[config.mk]
export PLATFORM = sky130hd
export DESIGN_NAME = phy_special_modes_control
export DESIGN_NICKNAME = d
export VERILOG_FILES = /design/src/rtl/special_modes_pkg.sv /design/src/rtl/phy_special_modes_control.sv /design/src/rtl/strap_capture.sv
export VERILOG_INCLUDE_DIRS = /design/src /design/src/rtl
export SDC_FILE = /design/constraint.sdc
export NUM_CORES = 1
export LEC_CHECK = 0
export BUFFER_PORTS_ARGS = -buffer_cell sky130_fd_sc_hd__buf_2
export CAP_MARGIN = 20
export CELL_PAD_IN_SITES_DETAIL_PLACEMENT = 1
export CELL_PAD_IN_SITES_GLOBAL_PLACEMENT = 1
export CORE_MARGIN = 4
export CORE_UTILIZATION = 33
export DETAILED_ROUTE_END_ITERATION = 10
export PLACE_DENSITY_LB_ADDON = 0.1
export SYNTH_ARGS = -nofsm -noshare
export SYNTH_HDL_FRONTEND = slang
export SYNTH_HIERARCHICAL = 1
export SYNTH_SLANG_ARGS = --single-unit
[constraint.sdc]
create_clock -name clock_i -period 1.86 [get_ports clock_i]
set_clock_uncertainty 0.05 [all_clocks]
set_input_delay 0.279 -clock clock_i [delete_from_list [all_inputs] [get_ports clock_i]]
set_output_delay 0.279 -clock clock_i [all_outputs]
set_load 0.01 [all_outputs]
[src/rtl/special_modes_map.svh]
// register index, field layout, reset values and timing counts of the special modes register
`ifndef SPECIAL_MODES_MAP_SVH
`define SPECIAL_MODES_MAP_SVH

// register index within the management register space of one phy
`define SPECIAL_MODES_INDEX 5'h12
`define REG_INDEX_WIDTH 5
`define REG_DATA_WIDTH 16

// field positions
`define FIBER_MODE_BIT 10
`define MODE_MSB 7
`define MODE_LSB 5
`define MODE_WIDTH 3
`define ADDRESS_MSB 4
`define ADDRESS_LSB 0
`define ADDRESS_WIDTH 5

// writable bits; everything else reads zero
`define WRITABLE_MASK 16'h04FF

// values held between asynchronous reset and strap capture
`define FIBER_MODE_RESET 1'h0
`define MODE_RESET 3'h0
`define ADDRESS_RESET 5'h00

// operating mode encodings
`define MODE_10_HALF 3'h0
`define MODE_10_FULL 3'h1
`define MODE_100_HALF 3'h2
`define MODE_100_FULL 3'h3
`define MODE_AN_100_FULL 3'h4
`define MODE_RESERVED 3'h5
`define MODE_POWER_DOWN 3'h6
`define MODE_ALL_CAPABLE 3'h7

// strap default with auto-negotiation strapped on
`define MODE_AUTONEG_DEFAULT 3'h7

// cycles from reset release until synchronised straps are stable in the capture register
`define STRAP_SETTLE_CYCLES 2'h3
`define SETTLE_COUNT_WIDTH 2

`endif

[src/rtl/special_modes_pkg.sv]
// types shared by the special modes register files
package special_modes_pkg;

  // gray-coded along wait -> load -> run
  typedef enum logic [1:0] {
    STRAP_WAIT = 2'h0,
    STRAP_LOAD = 2'h1,
    STRAP_RUN = 2'h3
  } strap_state_t;

  typedef logic [2:0] mode_t;
  typedef logic [4:0] address_t;

endpackage : special_modes_pkg

[src/rtl/phy_special_modes_control.sv]
// special modes register of one integrated phy: fiber mode, operating mode and management address
// What this block does
// - the phy runs in fiber mode whenever the fiber mode enable bit is set; speed_100_o still follows only the mode field.
// - the phy operating mode is taken from the three-bit mode field in bits 7 down to 5 of the register.
// - the phy answers management transactions only when their phy address equals the management address field.
// - the management address field seeds the transmit scrambler key.
// - mode codes decode as 10M half, 10M full, 100M half, 100M full, autoneg 100M full, reserved, power down, all.
// - after reset the mode defaults to 0, 1, duplex strap with the fiber strap, else to 111b with the autoneg strap, else to 0, speed strap, duplex strap.
// - a phy reset from the reset control register reloads all three fields when soft reset applies.
`include "special_modes_map.svh"

module phy_special_modes_control (
  input wire logic clock_i,
  input wire logic reset_n_i,
  // configuration straps, asynchronous pins
  input wire logic fiber_strap_i,
  input wire logic autoneg_strap_i,
  input wire logic speed_strap_i,
  input wire logic duplex_strap_i,
  input wire logic [`ADDRESS_WIDTH-1:0] address_strap_i,
  // decoded management frame from the management interface logic
  input wire logic [`ADDRESS_WIDTH-1:0] frame_phy_address_i,
  input wire logic [`REG_INDEX_WIDTH-1:0] frame_reg_index_i,
  input wire logic read_strobe_i,
  input wire logic write_strobe_i,
  input wire logic [`REG_DATA_WIDTH-1:0] write_data_i,
  // phy reset from the reset control register, and the soft reset enable bit
  input wire logic reset_control_phy_reset_i,
  input wire logic soft_reset_clearable_i,
  output logic address_match_o,
  output logic read_valid_o,
  output logic [`REG_DATA_WIDTH-1:0] read_data_o,
  output logic [`REG_DATA_WIDTH-1:0] special_modes_register_o,
  output logic fiber_mode_enable_o,
  output special_modes_pkg::mode_t operating_mode_o,
  output special_modes_pkg::address_t management_address_o,
  output special_modes_pkg::address_t scrambler_seed_o,
  output logic speed_100_o,
  output logic full_duplex_o,
  output logic autoneg_enable_o,
  output logic advertise_all_o,
  output logic power_down_o,
  output logic mode_reserved_o,
  output logic defaults_loaded_o
);

  special_modes_pkg::strap_state_t strap_state;
  special_modes_pkg::strap_state_t next_strap_state;
  logic [`SETTLE_COUNT_WIDTH-1:0] settle_count;

  logic default_fiber_mode;
  special_modes_pkg::mode_t default_mode;
  special_modes_pkg::address_t default_address;

  logic fiber_mode_enable;
  special_modes_pkg::mode_t operating_mode;
  special_modes_pkg::address_t management_address;

  logic address_hit;
  logic register_hit;
  logic reload_defaults;
  logic register_write;
  logic [`REG_DATA_WIDTH-1:0] register_image;
  logic [`REG_DATA_WIDTH-1:0] masked_write;

  strap_capture u_strap_capture (
    .clock_i(clock_i),
    .reset_n_i(reset_n_i),
    .fiber_strap_i(fiber_strap_i),
    .autoneg_strap_i(autoneg_strap_i),
    .speed_strap_i(speed_strap_i),
    .duplex_strap_i(duplex_strap_i),
    .address_strap_i(address_strap_i),
    .default_fiber_mode_o(default_fiber_mode),
    .default_mode_o(default_mode),
    .default_address_o(default_address)
  );

  // straps are caught after reset release, once the synchroniser has filled
  always_ff @(posedge clock_i or negedge reset_n_i) begin
    if (!reset_n_i) begin
      settle_count <= '0;
    end else if (strap_state == special_modes_pkg::STRAP_WAIT) begin
      settle_count <= settle_count + `SETTLE_COUNT_WIDTH'(1);
    end
  end

  always_comb begin
    case (strap_state)
      special_modes_pkg::STRAP_WAIT: begin
        if (settle_count == `STRAP_SETTLE_CYCLES - `SETTLE_COUNT_WIDTH'(1)) begin
          next_strap_state = special_modes_pkg::STRAP_LOAD;
        end else begin
          next_strap_state = special_modes_pkg::STRAP_WAIT;
        end
      end
      special_modes_pkg::STRAP_LOAD: begin
        next_strap_state = special_modes_pkg::STRAP_RUN;
      end
      special_modes_pkg::STRAP_RUN: begin
        next_strap_state = special_modes_pkg::STRAP_RUN;
      end
      default: begin
        next_strap_state = special_modes_pkg::STRAP_WAIT;
      end
    endcase
  end

  always_ff @(posedge clock_i or negedge reset_n_i) begin
    if (!reset_n_i) begin
      strap_state <= special_modes_pkg::STRAP_WAIT;
    end else begin
      strap_state <= next_strap_state;
    end
  end

  assign address_hit = (frame_phy_address_i == management_address);
  assign register_hit = address_hit && (frame_reg_index_i == `SPECIAL_MODES_INDEX);

  assign reload_defaults = (strap_state == special_modes_pkg::STRAP_LOAD)
                           || (reset_control_phy_reset_i && soft_reset_clearable_i);

  // writes before the straps are caught would be overwritten by the load anyway
  assign register_write = write_strobe_i && register_hit && (strap_state == special_modes_pkg::STRAP_RUN);

  assign masked_write = write_data_i & `WRITABLE_MASK;

  // strap defaults loaded
  // the reload beats a write in the same cycle, as a reset should
  always_ff @(posedge clock_i or negedge reset_n_i) begin
    if (!reset_n_i) begin
      fiber_mode_enable <= `FIBER_MODE_RESET;
    end else if (reload_defaults) begin
      fiber_mode_enable <= default_fiber_mode;
    end else if (register_write) begin
      fiber_mode_enable <= masked_write[`FIBER_MODE_BIT];
    end
  end

  always_ff @(posedge clock_i or negedge reset_n_i) begin
    if (!reset_n_i) begin
      operating_mode <= `MODE_RESET;
    end else if (reload_defaults) begin
      operating_mode <= default_mode;
    end else if (register_write) begin
      operating_mode <= masked_write[`MODE_MSB:`MODE_LSB];
    end
  end

  // no uniqueness check against the other phys; software owns that
  always_ff @(posedge clock_i or negedge reset_n_i) begin
    if (!reset_n_i) begin
      management_address <= `ADDRESS_RESET;
    end else if (reload_defaults) begin
      management_address <= default_address;
    end else if (register_write) begin
      management_address <= masked_write[`ADDRESS_MSB:`ADDRESS_LSB];
    end
  end

  always_comb begin
    register_image = '0;
    register_image[`FIBER_MODE_BIT] = fiber_mode_enable;
    register_image[`MODE_MSB:`MODE_LSB] = operating_mode;
    register_image[`ADDRESS_MSB:`ADDRESS_LSB] = management_address;
  end

  always_ff @(posedge clock_i or negedge reset_n_i) begin
    if (!reset_n_i) begin
      read_valid_o <= 1'h0;
      read_data_o <= '0;
      address_match_o <= 1'h0;
    end else begin
      read_valid_o <= read_strobe_i && register_hit;
      address_match_o <= (read_strobe_i || write_strobe_i) && address_hit;
      if (read_strobe_i && register_hit) begin
        read_data_o <= register_image;
      end
    end
  end

  assign special_modes_register_o = register_image;
  assign defaults_loaded_o = (strap_state == special_modes_pkg::STRAP_RUN);

  assign fiber_mode_enable_o = fiber_mode_enable;
  assign operating_mode_o = operating_mode;
  assign management_address_o = management_address;

  assign scrambler_seed_o = management_address;

  always_ff @(posedge clock_i or negedge reset_n_i) begin
    if (!reset_n_i) begin
      speed_100_o <= 1'h0;
      full_duplex_o <= 1'h0;
      autoneg_enable_o <= 1'h0;
      advertise_all_o <= 1'h0;
      power_down_o <= 1'h0;
      mode_reserved_o <= 1'h0;
    end else begin
      case (operating_mode)
        `MODE_10_HALF: begin
          speed_100_o <= 1'h0;
          full_duplex_o <= 1'h0;
          autoneg_enable_o <= 1'h0;
          advertise_all_o <= 1'h0;
          power_down_o <= 1'h0;
          mode_reserved_o <= 1'h0;
        end
        `MODE_10_FULL: begin
          speed_100_o <= 1'h0;
          full_duplex_o <= 1'h1;
          autoneg_enable_o <= 1'h0;
          advertise_all_o <= 1'h0;
          power_down_o <= 1'h0;
          mode_reserved_o <= 1'h0;
        end
        `MODE_100_HALF: begin
          speed_100_o <= 1'h1;
          full_duplex_o <= 1'h0;
          autoneg_enable_o <= 1'h0;
          advertise_all_o <= 1'h0;
          power_down_o <= 1'h0;
          mode_reserved_o <= 1'h0;
        end
        `MODE_100_FULL, `MODE_AN_100_FULL: begin
          speed_100_o <= 1'h1;
          full_duplex_o <= 1'h1;
          autoneg_enable_o <= (operating_mode == `MODE_AN_100_FULL);
          advertise_all_o <= 1'h0;
          power_down_o <= 1'h0;
          mode_reserved_o <= 1'h0;
        end
        `MODE_POWER_DOWN: begin
          speed_100_o <= 1'h0;
          full_duplex_o <= 1'h0;
          autoneg_enable_o <= 1'h0;
          advertise_all_o <= 1'h0;
          power_down_o <= 1'h1;
          mode_reserved_o <= 1'h0;
        end
        `MODE_ALL_CAPABLE: begin
          speed_100_o <= 1'h1;
          full_duplex_o <= 1'h1;
          autoneg_enable_o <= 1'h1;
          advertise_all_o <= 1'h1;
          power_down_o <= 1'h0;
          mode_reserved_o <= 1'h0;
        end
        // reserved code: flagged, link settings held at the safest idle values
        default: begin
          speed_100_o <= 1'h0;
          full_duplex_o <= 1'h0;
          autoneg_enable_o <= 1'h0;
          advertise_all_o <= 1'h0;
          power_down_o <= 1'h0;
          mode_reserved_o <= 1'h1;
        end
      endcase
    end
  end

endmodule : phy_special_modes_control

[src/rtl/strap_capture.sv]
// strap synchroniser and default value builder for the special modes register
`include "special_modes_map.svh"

module strap_capture (
  input wire logic clock_i,
  input wire logic reset_n_i,
  input wire logic fiber_strap_i,
  input wire logic autoneg_strap_i,
  input wire logic speed_strap_i,
  input wire logic duplex_strap_i,
  input wire logic [`ADDRESS_WIDTH-1:0] address_strap_i,
  output logic default_fiber_mode_o,
  output special_modes_pkg::mode_t default_mode_o,
  output special_modes_pkg::address_t default_address_o
);

  localparam int STRAP_WIDTH = 4 + `ADDRESS_WIDTH;

  logic [STRAP_WIDTH-1:0] strap_meta;
  logic [STRAP_WIDTH-1:0] strap_sync;
  logic fiber;
  logic autoneg;
  logic speed;
  logic duplex;
  special_modes_pkg::mode_t next_mode;

  // straps are pins; only the second stage is looked at
  always_ff @(posedge clock_i or negedge reset_n_i) begin
    if (!reset_n_i) begin
      strap_meta <= '0;
      strap_sync <= '0;
    end else begin
      strap_meta <= {fiber_strap_i, autoneg_strap_i, speed_strap_i, duplex_strap_i, address_strap_i};
      strap_sync <= strap_meta;
    end
  end

  assign fiber = strap_sync[STRAP_WIDTH-1];
  assign autoneg = strap_sync[STRAP_WIDTH-2];
  assign speed = strap_sync[STRAP_WIDTH-3];
  assign duplex = strap_sync[STRAP_WIDTH-4];

  // fiber forces 100 without negotiation; otherwise autoneg strap wins over speed and duplex
  always_comb begin
    if (fiber) begin
      next_mode = {1'h0, 1'h1, duplex};
    end else if (autoneg) begin
      next_mode = `MODE_AUTONEG_DEFAULT;
    end else begin
      next_mode = {1'h0, speed, duplex};
    end
  end

  always_ff @(posedge clock_i or negedge reset_n_i) begin
    if (!reset_n_i) begin
      default_fiber_mode_o <= `FIBER_MODE_RESET;
      default_mode_o <= `MODE_RESET;
      default_address_o <= `ADDRESS_RESET;
    end else begin
      default_fiber_mode_o <= fiber;
      default_mode_o <= next_mode;
      default_address_o <= strap_sync[`ADDRESS_WIDTH-1:0];
    end
  end

endmodule : strap_capture

==> summary.md <==
| Metric | Value |
|---|---|
| Status | `finished, final reports clean` |
| Initial Util | `34.5%` |
| VDD IR max | `0.000483 V` |
| GRT Total Usage | `13.2%` |
| Hold_ws | `0.207 ns` |
| Via count | `1667` |
| DRC | `0` |
| Hold endpoint | `read_valid_o` |
| Die height | `92.7 um` |
| Max Freq | `567 MHz` |
| Vias/cell | `4.40` |
| Final Cell Area | `0.00314 sq mm` |
| CTS tree | `built` |
| Worst rel slew slack | `66.4%` |
| Leak | `0.00156 uW` |
| Hpwl dp | `3.96 mm` |
| Worst setup EP type | `flip-flop` |
| Max-cap violations | `0` |
| CTS H-tree lvls | `3` |
| Synth Cell Area | `0.00237 sq mm` |
| Register bit total from synthesis | `57` |
| R2r worst-path depth | `5` |
| Share of layout cells above drive strength 1 | `42.8%` |
| Fin crit period | `1.76 ns` |
| Worst endpoint required time | `2.02 ns` |
| Final setup violation count | `0` |
| Total power | `3050 uW` |
| R2r setup slk | `0.1 ns` |
| Syn_area_per_cell | `12.2 sq um` |
| Vias in the first global route | `1751` |
| Hold Vio Cnt, Final | `0` |
| DRT Pass-1 Iters | `3` |
| Final worst path period share | `94.8%` |
| Area post-placement | `0.00278 sq mm` |
| Core ar. | `0.00687 sq mm` |
| Port Buffers | `74` |
| P&R area growth vs syn | `32.5%` |
| Final-layout fill cell count | `756` |
| Post-synthesis sequential area ratio | `60.3%` |
| Beginning of the worst hold path | `read_strobe_i` |
| Antenna Violating Nets Remaining | `0` |
| Placed Instances | `354` |
| Crit Path Class | `flip-flop to flip-flop` |
| Hold Path Cell Cnt | `2` |
| Clock Path Buffers | `2` |
| Ys Warns | `6` |
| Final WL | `5.37 mm` |
| CTS root buf | `clkbuf_8` |
| CP Max Fanout | `6` |
| Total grt overflow | `0` |
| Antenna violations before repair | `0` |
| Worst-Margin Slew | `0.504 ns` |
| Startpoint types | `flip-flop` |
| # IOs | `96` |
| ANT cells | `0` |
| Die X-Extent | `92.7 um` |
| Most common cell after layout, fill and taps aside | `buf_2` |
| Gpl congestion | `0.692` |
| Worst hold path class | `input pin to flip-flop` |
| Reg-to-Reg Start | `management_address_o[1]` |
| PwrDens | `973 mW/mm^2` |
| # rows | `30` |
| Clock sink total | `57` |
| Post-Syn Instances | `194` |
| Slew Limit Fails | `0` |
| Pin count of the biggest net entering global routing | `38` |
| Drt wl/cell | `14.2 um` |
| Worst Path Arrival | `1.92 ns` |
| Layout Cells excl Fill | `379` |
| Reg2reg end | `read_data_o[1]` |
| Iteration-0 DRC Markers | `37` |
| Layout net count | `321` |
| Clock slew at reported path FFs | `0.06 ns` |
| Yosys cell types | `34` |
| TritonCTS buffer count | `9` |
| Most frequent cells in the layout | `74 x buf_2, 57 x dfrtp_1, 14 x conb_1, 14 x buf_4, 13 x nor2_1` |
| Clk Latency, worst-skew pair | `0.32 ns` |
| Die Footprint | `0.00859 sq mm` |
| First-pass GRT wire length | `8.71 mm` |
==> where the power goes <==
| part | switching (uW) | leakage (uW) | internal [uW] |
|---|---|---|---|
| clock network | 441 | 0.000106 | 782 |
| registers | 49.9 | 0.000672 | 1320 |
| logic | 253 | 0.000778 | 206 |
==> flip-flops by register name, indices dropped and copies added, names as in the netlist, 2 cells and up <==
signal / count
read_data_o: 9
u_strap_capture/default_mode_o: 3
strap_state: 2
u_strap_capture/strap_sync: 9
operating_mode_o: 3
u_strap_capture/default_address_o: 5
u_strap_capture/strap_meta: 9
management_address_o: 5
settle_count: 2
==> cells by family (layout without fill, tap and decap cells) <==
family / after synthesis / count (layout) / synth area share, %
flip-flops: 57 / 57 / 60.3
buffers and inverters: 43 / 119 / 11.6
AND/OR/NAND/NOR: 41 / 41 / 10.7
AO/OA/AOI/OAI: 34 / 34 / 9.57
multiplexers: 9 / 9 / 4.28
XOR/XNOR: 8 / 8 / 2.96
adder cells (fa/ha/maj): 1 / 1 / 0.528
other: 1 / 14 / 0.158
==> Yosys cell counts, drive strengths merged <==
master	n	area (sq um)
mux2	9	101
nor2	13	48.8
nand3	1	5.00
nand2b	3	26.3
xnor2	5	43.8
buf	30	225
or2	2	12.5
and3	11	68.8
inv	5	18.8
conb	1	3.75
a21oi	9	45.0
dfrtp	57	1430
nor3	1	5.00
ha	1	12.5
o41ai	9	78.8
and2	1	6.26
a22oi	1	7.51
clkbuf	8	30.0
nand2	2	7.51
a21o	1	7.51
nor4b	1	15.0
xor2	3	26.3
a31oi	9	56.3
and4b	1	10.0
nor3b	1	7.51
o21ai	3	15.0
nor2b	1	6.26
o31ai	1	7.51
a22o	1	8.76
nor4	1	21.3
or3	2	12.5
==> cell type report <==
cell class              count  area (sq um)  area share [%]
clock buffers              12           145            4.63
clock inverters             3          65.1            2.07
inverters                   5          18.8           0.598
well taps                  96           120            3.83
repair buffers             99           596            19.0
multi-input cells         107           766            24.4
flip-flops and latches     57          1430            45.5
==> stage by stage <==
step           setup WS (ns)  TNS (ns)  util, %
6_report              0.0973         0     45.7
5_1_grt             -0.00399  -0.00399     45.7
4_1_cts               0.0397         0     44.9
3_5_place_dp          -0.105    -0.704     40.4
3_3_place_gp         -0.0832    -0.619     40.4
2_1_floorplan        -0.0589    -0.530        -
==> layer usage <==
| layer | part of all wire [%] | routed length (um) | GRT usage, % |
|---|---|---|---|
| met1 | 43 | 2290 | 16.3 |
| met2 | 47 | 2540 | 20.8 |
| met3 | 8.6 | 461 | 5.04 |
| met4 | 1.4 | 77 | 5.49 |
| met5 | 0 | 0 | 0 |
==> worst max path at each step <==
stage	startpoint	end	slack, ns	depth (start not counted)
after floorplan	frame_reg_index_i[3]	read_data_o[0]	-0.06	5
after global placement	frame_reg_index_i[3]	read_data_o[7]	-0.08	6
after detailed placement	frame_reg_index_i[3]	read_data_o[1]	-0.10	6
after CTS	management_address_o[0]	read_data_o[1]	0.04	5
after global routing	management_address_o[1]	read_data_o[1]	-0.004	5
final	management_address_o[1]	read_data_o[1]	0.1	5
==> critical path, stage by stage, from the launching register on <==
cell	delay, ns
dfrtp_1	0.41
xnor2_2	0.23
nand3_2	0.14
nor4_4	0.27
buf_4	0.21
mux2_2	0.34
==> timing repair <==
item / 4_1_cts / 5_1_grt
buffers inserted: 0 / 0
resized for setup: 0 / 7
hold endpoints to repair: 29 / 0
endpoints found under the setup margin: 0 / 10
hold buffers: 10 / 0
Note: power is estimated with default switching activity, not from simulation.
